**src/hw/xmc_regs.svh**
```systemverilog
// register offsets, field positions, reset values and timing counts
`ifndef XMC_REGS_SVH
`define XMC_REGS_SVH

// ------------------------------------------------------------
// register map (apb byte addresses)
// ------------------------------------------------------------
`define XMC_TIMING_OFS     12'h000
`define XMC_PINCTL_OFS     12'h004
`define XMC_STATUS_OFS     12'h008
`define XMC_TIMING_RST     8'h00
`define XMC_PINCTL_RST     8'h00

// ------------------------------------------------------------
// field positions
// ------------------------------------------------------------
`define XMC_ENABLE_BIT     7
`define XMC_SECTOR_HI      6
`define XMC_SECTOR_LO      4
`define XMC_UPWAIT_HI      3
`define XMC_UPWAIT_LO      2
`define XMC_LOWAIT_HI      1
`define XMC_LOWAIT_LO      0
`define XMC_KEEPER_BIT     7
`define XMC_MASK_HI        2
`define XMC_MASK_LO        0
`define XMC_PINCTL_WMASK   8'h87

// ------------------------------------------------------------
// address map and timing counts
// ------------------------------------------------------------
`define XMC_EXT_BASE       16'h2100
`define XMC_EXT_BASE_SMALL 16'h1100
`define XMC_STROBE_MAX     2'h2

`endif

```
**src/hw/xmc_pkg.sv**
```systemverilog
// types shared by the external memory interface controller
package xmc_pkg;

  // access phases of one external cycle
  typedef enum logic [2:0] {
    XMC_IDLE,
    XMC_ADDR,
    XMC_STROBE,
    XMC_WAIT,
    XMC_HOLD,
    XMC_GAP
  } xmc_phase_type;

  // wait-state codes
  typedef enum logic [1:0] {
    XMC_WS_NONE,
    XMC_WS_ONE,
    XMC_WS_TWO,
    XMC_WS_TWO_GAP
  } xmc_wait_type;

endpackage : xmc_pkg

```
**src/hw/xmc_sector_decode.sv**
```systemverilog
// sector selection and wait-state lookup for one access address
`timescale 1ns/100ps

`include "xmc_regs.svh"

module xmc_sector_decode
  import xmc_pkg::*;
(
  input  wire logic [15:0] addr,
  input  wire logic [2:0]  sector_limit_sel,
  input  wire logic [1:0]  upper_wait,
  input  wire logic [1:0]  lower_wait,
  input  wire logic        small_variant,
  output      logic        is_external,
  output      xmc_wait_type wait_code
);

  logic [2:0] top3;
  logic       in_upper;

  // upper sector starts at limit code times 0x2000, codes 00x mean no split
  always_comb begin
    top3     = addr[15:13];
    in_upper = (sector_limit_sel[2:1] == 2'h0) ||
               (top3 >= sector_limit_sel);
    wait_code = in_upper ? xmc_wait_type'(upper_wait)
                         : xmc_wait_type'(lower_wait);
    // low part of data space belongs to internal memory
    is_external = small_variant ? (addr >= `XMC_EXT_BASE_SMALL)
                                : (addr >= `XMC_EXT_BASE);
  end

endmodule : xmc_sector_decode

```
**src/hw/xmc_ctrl.sv**
```systemverilog
// external memory interface: apb registers and access sequencer
//
// The placing of the registers and register access over APB are this design's own decisions.
`timescale 1ns/100ps

`include "xmc_regs.svh"

module xmc_ctrl
  import xmc_pkg::*;
(
  input  wire logic        pclk,
  input  wire logic        presetn,
  input  wire logic        psel,
  input  wire logic        penable,
  input  wire logic        pwrite,
  input  wire logic [11:0] paddr,
  input  wire logic [31:0] pwdata,
  output      logic [31:0] prdata,
  output      logic        pready,
  output      logic        pslverr,
  input  wire logic        small_variant,
  input  wire logic        cpu_req,
  input  wire logic        cpu_write,
  input  wire logic [15:0] cpu_addr,
  input  wire logic [7:0]  cpu_wdata,
  input  wire logic        cpu_next_ram,
  output      logic        cpu_done,
  output      logic [7:0]  cpu_rdata,
  input  wire logic [7:0]  port_addr_out,
  input  wire logic [7:0]  port_addr_oe,
  input  wire logic [7:0]  port_data_out,
  input  wire logic [7:0]  port_data_oe,
  input  wire logic [7:0]  muxed_addr_data_in,
  output      logic [7:0]  muxed_addr_data_out,
  output      logic [7:0]  muxed_addr_data_oe,
  output      logic [7:0]  high_addr_bus_out,
  output      logic [7:0]  high_addr_bus_oe,
  output      logic        addr_latch_out,
  output      logic        addr_latch_oe,
  output      logic        read_strobe_n_out,
  output      logic        write_strobe_n_out,
  output      logic        strobes_oe,
  output      logic        bus_keeper_enable_out
);

  // ------------------------------------------------------------
  // state
  // ------------------------------------------------------------
  typedef struct packed {
    logic [7:0]    timing;
    logic [7:0]    pinctl;
    logic          ready;
    logic          slverr;
    logic [31:0]   rdata;
    xmc_phase_type phase;
    logic [1:0]    cnt;
    logic          gap;
    logic          ext;
    logic          wr;
    logic [15:0]   addr;
    logic [7:0]    wdata;
    logic          next_ram;
    logic [7:0]    din_s1;
    logic [7:0]    din_s2;
    logic          done;
    logic [7:0]    cpu_rd;
    logic [7:0]    ad_out;
    logic [7:0]    ad_oe;
    logic [7:0]    ha_out;
    logic [7:0]    ha_oe;
    logic          ale;
    logic          ale_oe;
    logic          rd_n;
    logic          wr_n;
    logic          str_oe;
    logic          keeper;
  } xmc_state_type;

  xmc_state_type s_q;
  xmc_state_type s_d;

  logic         dec_ext;
  xmc_wait_type dec_wait;
  logic         en;
  logic [2:0]   hmask;
  logic [7:0]   addr_pins;
  logic         apb_acc;

  assign en    = s_q.timing[`XMC_ENABLE_BIT];
  assign hmask = s_q.pinctl[`XMC_MASK_HI:`XMC_MASK_LO];

  // ------------------------------------------------------------
  // sector decode of the incoming address
  // ------------------------------------------------------------
  xmc_sector_decode u_dec (
    .addr             (cpu_addr),
    .sector_limit_sel (s_q.timing[`XMC_SECTOR_HI:`XMC_SECTOR_LO]),
    .upper_wait       (s_q.timing[`XMC_UPWAIT_HI:`XMC_UPWAIT_LO]),
    .lower_wait       (s_q.timing[`XMC_LOWAIT_HI:`XMC_LOWAIT_LO]),
    .small_variant    (small_variant),
    .is_external      (dec_ext),
    .wait_code        (dec_wait)
  );

  // pins kept as address: mask n keeps 8-n bits, 111 keeps none
  always_comb begin
    addr_pins = 8'hff;
    if (hmask == 3'h7) begin
      addr_pins = 8'h00;
    end else begin
      addr_pins = 8'hff >> hmask;
    end
  end

  assign apb_acc = psel && penable && !s_q.ready;

  // ------------------------------------------------------------
  // next-state logic
  // ------------------------------------------------------------
  always_comb begin
    s_d        = s_q;
    s_d.ready  = 1'b0;
    s_d.slverr = 1'b0;
    s_d.done   = 1'b0;
    // pad data is off-domain, so two flops before use
    s_d.din_s1 = muxed_addr_data_in;
    s_d.din_s2 = s_q.din_s1;

    // apb slave: one wait cycle, unmapped gives pslverr
    if (apb_acc) begin
      s_d.ready = 1'b1;
      s_d.rdata = 32'h0000_0000;
      case (paddr)
        `XMC_TIMING_OFS: begin
          if (pwrite) s_d.timing = pwdata[7:0];
          s_d.rdata = {24'h00_0000, s_q.timing};
        end
        `XMC_PINCTL_OFS: begin
          // reserved bits are never stored so they read zero
          if (pwrite) s_d.pinctl = pwdata[7:0] & `XMC_PINCTL_WMASK;
          s_d.rdata = {24'h00_0000, s_q.pinctl};
        end
        `XMC_STATUS_OFS: begin
          s_d.rdata = {28'h000_0000, s_q.ext, 3'(s_q.phase)};
        end
        default: begin
          s_d.slverr = 1'b1;
        end
      endcase
    end

    // access sequencer
    case (s_q.phase)
      XMC_IDLE: begin
        s_d.ale = 1'b0;
        // the cycle that shows done still sees the old request, so skip it
        if (cpu_req && en && !s_q.done) begin
          // gap of code 11 after an external access delays the next address by one cycle
          if (s_q.gap) begin
            s_d.gap = 1'b0;
          end else begin
            s_d.addr     = cpu_addr;
            s_d.wr       = cpu_write;
            s_d.wdata    = cpu_wdata;
            s_d.next_ram = cpu_next_ram;
            s_d.ext      = dec_ext;
            s_d.cnt      = (dec_wait == XMC_WS_NONE) ? 2'h0 :
                           (dec_wait == XMC_WS_ONE)  ? 2'h1
                                      : `XMC_STROBE_MAX;
            s_d.gap      = (dec_wait == XMC_WS_TWO_GAP) && dec_ext;
            s_d.ad_out   = cpu_addr[7:0];
            s_d.ad_oe    = 8'hff;
            s_d.ha_out   = cpu_addr[15:8];
            s_d.ale      = 1'b1;
            s_d.phase    = XMC_ADDR;
          end
        end else if (!s_q.done) begin
          s_d.gap = 1'b0;
        end
      end
      XMC_ADDR: begin
        // latch falls on the same edge that the low byte is replaced by write data or released
        s_d.ale = 1'b0;
        if (s_q.wr) begin
          s_d.ad_out = s_q.wdata;
        end else begin
          s_d.ad_oe = 8'h00;
        end
        // only external accesses move the strobes
        s_d.rd_n  = !(s_q.ext && !s_q.wr);
        s_d.wr_n  = !(s_q.ext && s_q.wr);
        s_d.phase = XMC_STROBE;
      end
      XMC_STROBE: begin
        if (s_q.cnt != 2'h0) begin
          s_d.cnt = s_q.cnt - 2'h1;
        end else begin
          // read data sampled through synchroniser at strobe end
          if (!s_q.wr) s_d.cpu_rd = s_q.din_s2;
          s_d.rd_n  = 1'b1;
          s_d.wr_n  = 1'b1;
          s_d.phase = XMC_HOLD;
        end
      end
      XMC_HOLD: begin
        s_d.ad_oe = 8'h00;
        s_d.ale   = s_q.next_ram;
        s_d.done  = 1'b1;
        s_d.phase = XMC_IDLE;
      end
      default: begin
        s_d.phase = XMC_IDLE;
      end
    endcase

    // disabled: port settings own the pins again
    if (!en) begin
      s_d.ad_out = port_data_out;
      s_d.ad_oe  = port_data_oe;
      s_d.ha_out = port_addr_out;
      s_d.ha_oe  = port_addr_oe;
      s_d.ale_oe = 1'b0;
      s_d.str_oe = 1'b0;
      s_d.rd_n   = 1'b1;
      s_d.wr_n   = 1'b1;
      s_d.ale    = 1'b0;
      s_d.phase  = XMC_IDLE;
      s_d.done   = cpu_req && !s_q.done;
    end else begin
      // released high pins fall back to port value and direction
      s_d.ha_out = (s_d.ha_out & addr_pins) |
                   (port_addr_out & ~addr_pins);
      s_d.ha_oe  = addr_pins | (port_addr_oe & ~addr_pins);
      s_d.ale_oe = 1'b1;
      s_d.str_oe = 1'b1;
    end

    // keeper follows its own bit only, not the enable
    s_d.keeper = s_q.pinctl[`XMC_KEEPER_BIT];
  end

  // ------------------------------------------------------------
  // state register
  // ------------------------------------------------------------
  always_ff @(posedge pclk or negedge presetn) begin
    if (!presetn) begin
      s_q        <= '0;
      s_q.timing <= `XMC_TIMING_RST;
      s_q.pinctl <= `XMC_PINCTL_RST;
      s_q.phase  <= XMC_IDLE;
      s_q.rd_n   <= 1'b1;
      s_q.wr_n   <= 1'b1;
    end else begin
      s_q <= s_d;
    end
  end

  // outputs straight from flops
  assign prdata                = s_q.rdata;
  assign pready                = s_q.ready;
  assign pslverr               = s_q.slverr;
  assign cpu_done              = s_q.done;
  assign cpu_rdata             = s_q.cpu_rd;
  assign muxed_addr_data_out   = s_q.ad_out;
  assign muxed_addr_data_oe    = s_q.ad_oe;
  assign high_addr_bus_out     = s_q.ha_out;
  assign high_addr_bus_oe      = s_q.ha_oe;
  assign addr_latch_out        = s_q.ale;
  assign addr_latch_oe         = s_q.ale_oe;
  assign read_strobe_n_out     = s_q.rd_n;
  assign write_strobe_n_out    = s_q.wr_n;
  assign strobes_oe            = s_q.str_oe;
  assign bus_keeper_enable_out = s_q.keeper;

endmodule : xmc_ctrl

```
**config.mk**
```make
export PLATFORM = sky130hd
export DESIGN_NAME = xmc_ctrl
export DESIGN_NICKNAME = d
export VERILOG_FILES = /design/src/hw/xmc_pkg.sv /design/src/hw/xmc_sector_decode.sv /design/src/hw/xmc_ctrl.sv
export VERILOG_INCLUDE_DIRS = /design/src /design/src/hw
export SDC_FILE = /design/constraint.sdc
export NUM_CORES = 1
export LEC_CHECK = 0
export BUFFER_PORTS_ARGS = -buffer_cell sky130_fd_sc_hd__buf_2
export CORE_MARGIN = 2
export CORE_UTILIZATION = 45
export CTS_CLUSTER_DIAMETER = 50
export DETAILED_ROUTE_END_ITERATION = 6
export GPL_TIMING_DRIVEN = 0
export PLACE_DENSITY = 0.85
export SETUP_SLACK_MARGIN = 0.3
export SLEW_MARGIN = 20
export SYNTH_ARGS = -nofsm -noshare
export SYNTH_HDL_FRONTEND = slang
export SYNTH_SLANG_ARGS = --single-unit
```
**constraint.sdc**
```tcl
create_clock -name pclk -period 3.49 [get_ports pclk]
set_clock_uncertainty 0.05 [all_clocks]
set_input_delay 0.698 -clock pclk [delete_from_list [all_inputs] [get_ports pclk]]
set_output_delay 0.698 -clock pclk [all_outputs]
set_load 0.05 [all_outputs]
```
# Word level (Yosys, flattened, before mapping)
# Cells that the tools add are included.
# W data, S select, Z words.
# op_classes
addsub	1
multipliers	0
n_div	0
magnitude_cmp	3
n_eq_ne	20
shifts	1
mux	37
bitwise_logic	9
reduce_logical	31
# op_table
op	count
$mux W24	2
$pmux W8 S3	2
$mux W34	1
$mux W16	2
$mux W8	4
$and A8 B8 Y8	3
$ge A16 B13 Y1 const B	1
$ge A16 B14 Y1 const B	1
$or A8 B8 Y8	2
$pmux W8 S2	1
$ne A3 B3 Y1 const B	5
$reduce_and A3 Y1	5
$eq A12 B3 Y1 const B	1
$eq A12 B4 Y1 const B	1
$logic_not A12 Y1	1
$mux W2	6
$reduce_and A4 Y1	3
$mux W1	11
$mux W5	2
$pmux W3 S3	1
$logic_and A1 B1 Y1	8
$not A8 Y8	1
$pmux W2 S2	2
$shr A8 B3 Y8 const A	1
21 further kinds	35
# word_totals
reg_bits	125
latchBits	0
mem_bits_rw	0
rom_bits	0
output_inout_bits	81
wordCells	127
memories	0

# Longest topological paths before layout
# Gate-level depths: netlist of the first run.
# depth
ltp_word	10
ltp_mapped	7
ltp_nobuf	6

# Hierarchy
# Synthesis of the first run repeated with hierarchy kept, for this count alone.
# hier_totals
cells_unflattened	453
hier_area_um2	4865.9
# by_module_without_submodules
module	instances	cells_each	area_each_um2	seq_area_each_um2
xmc_ctrl	1	436	4724.5	2529.9
xmc_sector_decode	1	17	141.4	0.0

# Least setup slack after synthesis of the first run
# OpenSTA, ideal clock, no wires.
# synth_path
path_kind	input-to-reg
start	input port paddr[11]
end	register s_q, in the netlist hmask[0]
arrival_ps	1975
t_required_ps	3315
setup_slack_ps	1340
cell_stages	4
n_path_buf	0
path_cell_list	or4_4 -> nor2_4 -> and4_4 -> mux2_2
# synth_between
elab_chain_len	2
# synth_rtl
element	line_no	source
start, declared	xmc_ctrl.sv:16	input wire logic [11:0] paddr,
$eq A12 B3 Y1	xmc_ctrl.sv:133	case (paddr)
$reduce_and A3 Y1 (no line)	-	
end, declared	xmc_ctrl.sv:79	xmc_state_type s_q;
# Every way passes these cells.
# A chain may end at the register's enable or synchronous reset.

# Worst setup path after layout of the first run
# layout_path
start	register s_q, in the netlist en
end	register s_q, in the netlist muxed_addr_data_oe[4]
# layout_between
elab_chain_len	4
word_cells_on_any_way	8
classes_between	eq/ne: 4; mux: 1; reduce/logical: 3
# layout_rtl
element	line_no	source
$logic_and A1 B1 Y1 (2 in series)	xmc_ctrl.sv:157	if (cpu_req && en && !s_q.done) begin
$ne A3 B3 Y1 (no line)	-	
$reduce_and A4 Y1 (no line)	-	
# Several ways; a longest one is shown, not always the timed one.

==> impl_metrics.ini, run 1 <==
[status]
outcome = finished, final reports clean

[global_route]
groute.layer.met2.usage_pct = 35.3
grt_pass1_wl_um = 17900
grt_max_degree = 69
grt_util_met1_pct = 23.0
first_global_vias = 3857
grt_antenna_before_repair = 0
grt_util_all_layers_pct = 19.3
grt_remaining_overflow = 0
globalRouteMet3Util_pct = 4.18
grt-busiest-layer = met2

[sta]
max_slew.worst_pin.slew_ns = 0.609
slew_headroom_pct = 59.1
whs_ns = 0.150
finalHoldViolations = 0
period_share_pct = 58.0
rsz0062_at_grt = no
tns_ns = 0
max_clk_rate_ghz = 0.494
min_period_ns = 2.02
timing.final.max_slew_violations = 0
final-setup-viol-count = 0

[worst_setup_path]
crit_chain = clkbuf_1, clkbuf_1, o21ai_0, mux2_2
worstSetupEndpointType = register
r2r-end = muxed_addr_data_oe[4]
r2r_cells = 4
critical_path_peak_fanout = 10
critPathBufInv = 2
arrival_ns = 2.23
cpLargestDelayFamily = buffers and inverters
crit_path_frequent_cell = sky130_fd_sc_hd__clkbuf_1
slowest_delay_ns = 0.48
path_class = reg -> reg
cp_data_required_time_ns = 3.70
worst_setup_path_start_kind = register
r2r_setup_slack_ns = 1.47
r2r-start = en
crit_slowest_cell = sky130_fd_sc_hd__clkbuf_1

[clock_network]
worst_skew_pair.late_latency_ns = 0.37
ctsHtreeMaxLevel = 3
clock_sink_total = 101
clk_pin_slew_ns = 0.11
resize_count_post_cts = 0
tritoncts_clock_tree = yes
cts-root-buf = sky130_fd_sc_hd__clkbuf_8
clock_tree.buffer_depth = 2
cts_buffers = 9
cts-hold-fix-buffers = 0
cts_setup_buffers = 0

[finish]
fill_cells = 953
layout.cells.most_common = sky130_fd_sc_hd__buf_2
layout.cells.most_common_list = sky130_fd_sc_hd__buf_2 (154), sky130_fd_sc_hd__dfrtp_1 (99), sky130_fd_sc_hd__buf_4 (75), sky130_fd_sc_hd__o21ai_0 (35)
layout-area-overhead-vs-synth_pct = 25.0
finish.instance_area_mm2 = 0.00621
drive_gt1_share_pct = 45.4
finalNetCount = 770
insertedDiodeCount = 0

[logic_synthesis]
syn-mean-instance-area_um2 = 10.6
synth-edff-count = 0
count_of_warnings_emitted_by_yosys = 0
synth_top_flop_cell = sky130_fd_sc_hd__dfrtp_1
synth_seq_cells = 101
synth.distinct_cells = 53
area_of_the_mapped_netlist_mm2 = 0.00497
async_flop_share_pct = 100
syn-instance-count = 467
synth_seq_area_share_pct = 50.9

[drt]
detail-route-antenna-nets = 0
dr_total_vias = 3869
routed_length_per_instance_um = 14.1
drt_iter0_drc = 212
viasPerCell = 4.87
drt_pre_antenna_iters = 4
routed_wirelength_um = 11200
drt_drc_violations_left = 0

[die]
fp.dieH_um = 109
boundaryPins = 198
core_area_mm2 = 0.0108
initial_core_util_pct = 46.0
die_area_mm2 = 0.0119
die_x_um = 109
core.rowCount = 38

[placement]
dp_hpwl_um = 8710
postPlaceCellArea_mm2 = 0.00600
portBuffers = 147
routabilityCongestion = 0.853

[run]
maxCapViolCount = 0

[power]
power-per-cell-area_mw_per_mm2 = 370
ir_worst_vdd_mv = 0.183
power_leakage_nw = 3.22

[worst_hold_path]
hp-class = in -> async
-- metal layers --
layer	up-vias	wire length, um
li1	1867	-
met1	1860	4610
met2	132	5820
met3	10	689
met4	0	102
met5	-	0
-- sequential cells by signal, summed over array words and instances (netlist names), 3 cells and up, named ones only --
signal	flops
high_addr_bus_oe	8
muxed_addr_data_out	8
prdata	8
hmask	3
s_d	9
s_q	32
muxed_addr_data_oe	8
cpu_rdata	8
-- cells in the mapped netlist (8+ instances only) --
library cell | number | area share (%)
sky130_fd_sc_hd__a21oi_1 | 13 | 1.3
sky130_fd_sc_hd__a22oi_1 | 8 | 1.2
sky130_fd_sc_hd__a31oi_1 | 10 | 1.3
sky130_fd_sc_hd__buf_2 | 8 | 0.81
sky130_fd_sc_hd__buf_4 | 75 | 11
sky130_fd_sc_hd__clkbuf_1 | 10 | 0.76
sky130_fd_sc_hd__dfrtp_1 | 99 | 50
sky130_fd_sc_hd__inv_1 | 29 | 2.2
sky130_fd_sc_hd__mux2_2 | 33 | 7.5
sky130_fd_sc_hd__nand2_1 | 33 | 2.5
sky130_fd_sc_hd__nand2b_1 | 8 | 1.0
sky130_fd_sc_hd__nor2_1 | 25 | 1.9
sky130_fd_sc_hd__o21ai_0 | 35 | 3.5
sky130_fd_sc_hd__o31ai_1 | 10 | 1.5
-- through the flow --
stage,utilization [%],power [mW],instances,worst slack (ns)
2_1_floorplan,-,1.47,490,1.34
3_3_place_gp,55.3,1.57,777,0.665
3_5_place_dp,55.6,1.58,778,1.16
4_1_cts,57.4,2.33,794,1.18
5_1_grt,57.5,2.40,794,1.32
6_report,57.5,2.30,794,1.47
-- layout make-up --
cell class	instances	area, um^2	share of cell area [%]
Clock inverter	7	77.6	1.25
Inverter	29	109	1.75
Multi-Input combinational cell	266	1770	28.5
Sequential cell	101	2530	40.7
Clock buffer	9	124	2.00
Tap cell	140	175	2.82
Timing Repair Buffer	148	769	12.4
Buffer	94	652	10.5
-- logic make-up after synthesis --
| kind of cell | count (synthesis) | share of synthesized area (%) |
|---|---|---|
| simple gates | 99 | 10.9 |
| buf+inv | 123 | 15.3 |
| fa+ha+maj | 4 | 1.01 |
| mux | 40 | 8.89 |
| flops | 101 | 50.9 |
| xor+xnor | 1 | 0.176 |
| other cells | 1 | 0.0755 |
| compound gates | 98 | 12.7 |
-- worst max-delay path by stage --
stage	from	end	slack [ns]	cells past startpoint
CTS	s_q[91]	cpu_rdata[5]	1.18	5
finish	en	muxed_addr_data_oe[4]	1.47	4
detailed placement	cpu_req	s_q[88]	1.16	6
global route	en	muxed_addr_data_oe[5]	1.32	4
global placement	presetn	s_q[144]	0.67	1
floorplan	paddr[11]	hmask[0]	1.34	4
-- power by group --
group / switching [mW] / leakage (nW) / total, mW / internal (mW)
logic: 0.224 / 1.88 / 0.345 / 0.121
registers: 0.0141 / 1.24 / 1.22 / 1.20
clock network: 0.453 / 0.0979 / 0.736 / 0.283
Power figures use the tool's default switching activity.
==> run 2, diff against run 1 <==
--- a/config.mk
+++ b/config.mk
@@ -8,11 +8,11 @@
 export LEC_CHECK = 0
 export BUFFER_PORTS_ARGS = -buffer_cell sky130_fd_sc_hd__buf_2
 export CORE_MARGIN = 2
-export CORE_UTILIZATION = 45
+export CORE_UTILIZATION = 44
 export CTS_CLUSTER_DIAMETER = 50
 export DETAILED_ROUTE_END_ITERATION = 6
 export GPL_TIMING_DRIVEN = 0
-export PLACE_DENSITY = 0.85
+export PLACE_DENSITY = 0.86
 export SETUP_SLACK_MARGIN = 0.3
 export SLEW_MARGIN = 20
 export SYNTH_ARGS = -nofsm -noshare
==> constraint.sdc (replaced) <==
create_clock -name pclk -period 1.7 [get_ports pclk]
set_clock_uncertainty 0.05 [all_clocks]
set_input_delay 0.34 -clock pclk [delete_from_list [all_inputs] [get_ports pclk]]
set_output_delay 0.34 -clock pclk [all_outputs]
set_load 0.05 [all_outputs]
==> run 2 against run 1 <==
  * The flow now finishes with violations (negative setup slack)
  * Sequential power is 110% higher
  * Flip-flop and latch count is the same
  * First-iteration DRC count rose by 7.1%
  * Register-to-register slack worse by 1.5 ns
  * Wire length rose by 31%
  * Die area rose by 2.2%
  * Hold slack worse by 0.10 ns
  * Clock power rose to 3.2 times the previous value
  * Non-clock buffer count rose by 81
  * Critical path depth up 3
  * Count of clock-buffer cells in the layout up 1
==> impl_metrics.ini, run 2 (synthesized netlist as in run 1, its figures left out) <==
[status]
outcome = finished, violations left
violated_checks = negative setup slack

[die]
core.rowCount = 38
core_area_mm2 = 0.0109
initial_core_util_pct = 45.4
fp.dieH_um = 110
die_area_mm2 = 0.0122
die_x_um = 110
boundaryPins = 198

[finish]
layout.core_utilization_pct = 76.6
layout.cells.most_common = sky130_fd_sc_hd__dfrtp_1
multiInputGateArea_mm2 = 0.00221
layout-area-overhead-vs-synth_pct = 68.6
fill_cells = 640
drive_gt1_share_pct = 60.4
insertedDiodeCount = 0
finish.cell_count_without_fillers = 875
regArea_mm2 = 0.00253
largest_register_ffs = 32
layout.cells.most_common_list = sky130_fd_sc_hd__dfrtp_1 (97), sky130_fd_sc_hd__buf_2 (91), sky130_fd_sc_hd__buf_4 (88), sky130_fd_sc_hd__buf_6 (75), sky130_fd_sc_hd__buf_8 (52)
finalNetCount = 851
largest-register = s_q

[sta]
min_period_ns = 1.76
max_slew.worst_pin.slew_ns = 0.525
post-route-worst-setup-slack_ns = -0.0617
period_share_pct = 104
tns_ns = -0.494
slew_headroom_pct = 64.7
max_clk_rate_ghz = 0.568
timing.final.max_slew_violations = 0
rsz0062_at_grt = yes
finalHoldViolations = 0
final-setup-viol-count = 10
whs_ns = 0.0480

[drt]
viasPerCell = 5.06
routed_wirelength_um = 14700
detail-route-antenna-nets = 0
drt_pre_antenna_iters = 4
dr_total_vias = 4425
routed_length_per_instance_um = 16.7
drt_iter0_drc = 227
drt_drc_violations_left = 0

[worst_setup_path]
cp_data_required_time_ns = 1.88
r2r_cells = 7
worst_setup_path_start_kind = register
critical_path_peak_fanout = 10
path_class = reg -> reg
worstSetupEndpointType = register
arrival_ns = 1.94

[placement]
portBuffers = 147
numPlacedInstances = 778
routabilityCongestion = 0.807
dp_hpwl_um = 8810

[clock_network]
cts-root-buf = sky130_fd_sc_hd__clkbuf_16
cts_buffers = 9
tritoncts_clock_tree = yes
clock_sink_total = 101
ctsHtreeMaxLevel = 3
clk_pin_slew_ns = 0.06
clock_tree.buffer_depth = 2
worst_skew_pair.late_latency_ns = 0.35

[global_route]
grt_pass1_wl_um = 21000
grt_max_degree = 75
grt_remaining_overflow = 0
first_global_vias = 4561
grt_antenna_before_repair = 0
grt_util_all_layers_pct = 22.6

[power]
ir_worst_vdd_mv = 0.707
power-per-cell-area_mw_per_mm2 = 695
power_leakage_nw = 4.15
finalPower_mw = 5.82

[worst_hold_path]
hp-class = in -> reg
hold-path-cell-count = 1

[run]
maxCapViolCount = 0
-- run 2: critical path, stage by stage, from the launching register on --
cell and delay (ns):
sky130_fd_sc_hd__dfrtp_1 0.37, sky130_fd_sc_hd__buf_6 0.14, sky130_fd_sc_hd__clkbuf_4 0.20, sky130_fd_sc_hd__inv_2 0.13, sky130_fd_sc_hd__nand3_1 0.14, sky130_fd_sc_hd__o311ai_4 0.13, sky130_fd_sc_hd__buf_12 0.18, sky130_fd_sc_hd__mux2_4 0.30
-- run 2: path summary, 6_finish.rpt --
check	start	to	slack [ns]
worst max-delay path	s_q[95]	muxed_addr_data_oe[7]	-0.06
worst min-delay path	muxed_addr_data_in[7]	s_d[54]	0.05
worst max register to register	s_q[95]	muxed_addr_data_oe[7]	-0.06
worst min register to register	s_d[54]	s_q[54]	0.30
max in group asynchronous	presetn	read_strobe_n_out	0.50
min in group asynchronous	presetn	prdata[2]	0.42
-- run 2: layout make-up --
class | count | area share [%]
clock inverters | 6 | 1.34
flip-flops and latches | 101 | 30.2
multi-input cells | 266 | 26.4
repair buffers | 229 | 24.4
inverters | 29 | 1.36
clock buffers | 10 | 2.73
plain buffers | 94 | 11.5
well taps | 140 | 2.09
-- run 2: report_power, final --
group,leakage [nW],switching (mW),internal [mW]
combinational,2.76,0.529,0.433
clock,0.155,0.914,1.44
sequential,1.24,0.0375,2.47
-- run 2: routing by layer --
metal	vias up	track usage (%)	share of wire (%)
met2	175	41.9	54
met4	0	7.23	2.2
met5	-	0	0
met1	2181	25.1	37
met3	33	5.94	7.0
li1	2036	-	-
-- run 2: what timing repair did --
action	4_1_cts	5_1_grt
cloned	0	2
hold endpoints to repair	27	0
pin swaps	34	35
hold buffers	1	0
setup endpoints to repair	126	125
gates resized for setup	257	90
buffers inserted	47	31
-- run 2: stage by stage --
step,setup slack [ns],instance area [um^2]
finish,-0.0617,8380
global placement,-0.937,6090
global route,-0.120,8380
detailed placement,-0.304,6130
floorplan,-0.139,5180
CTS,-0.0181,7750
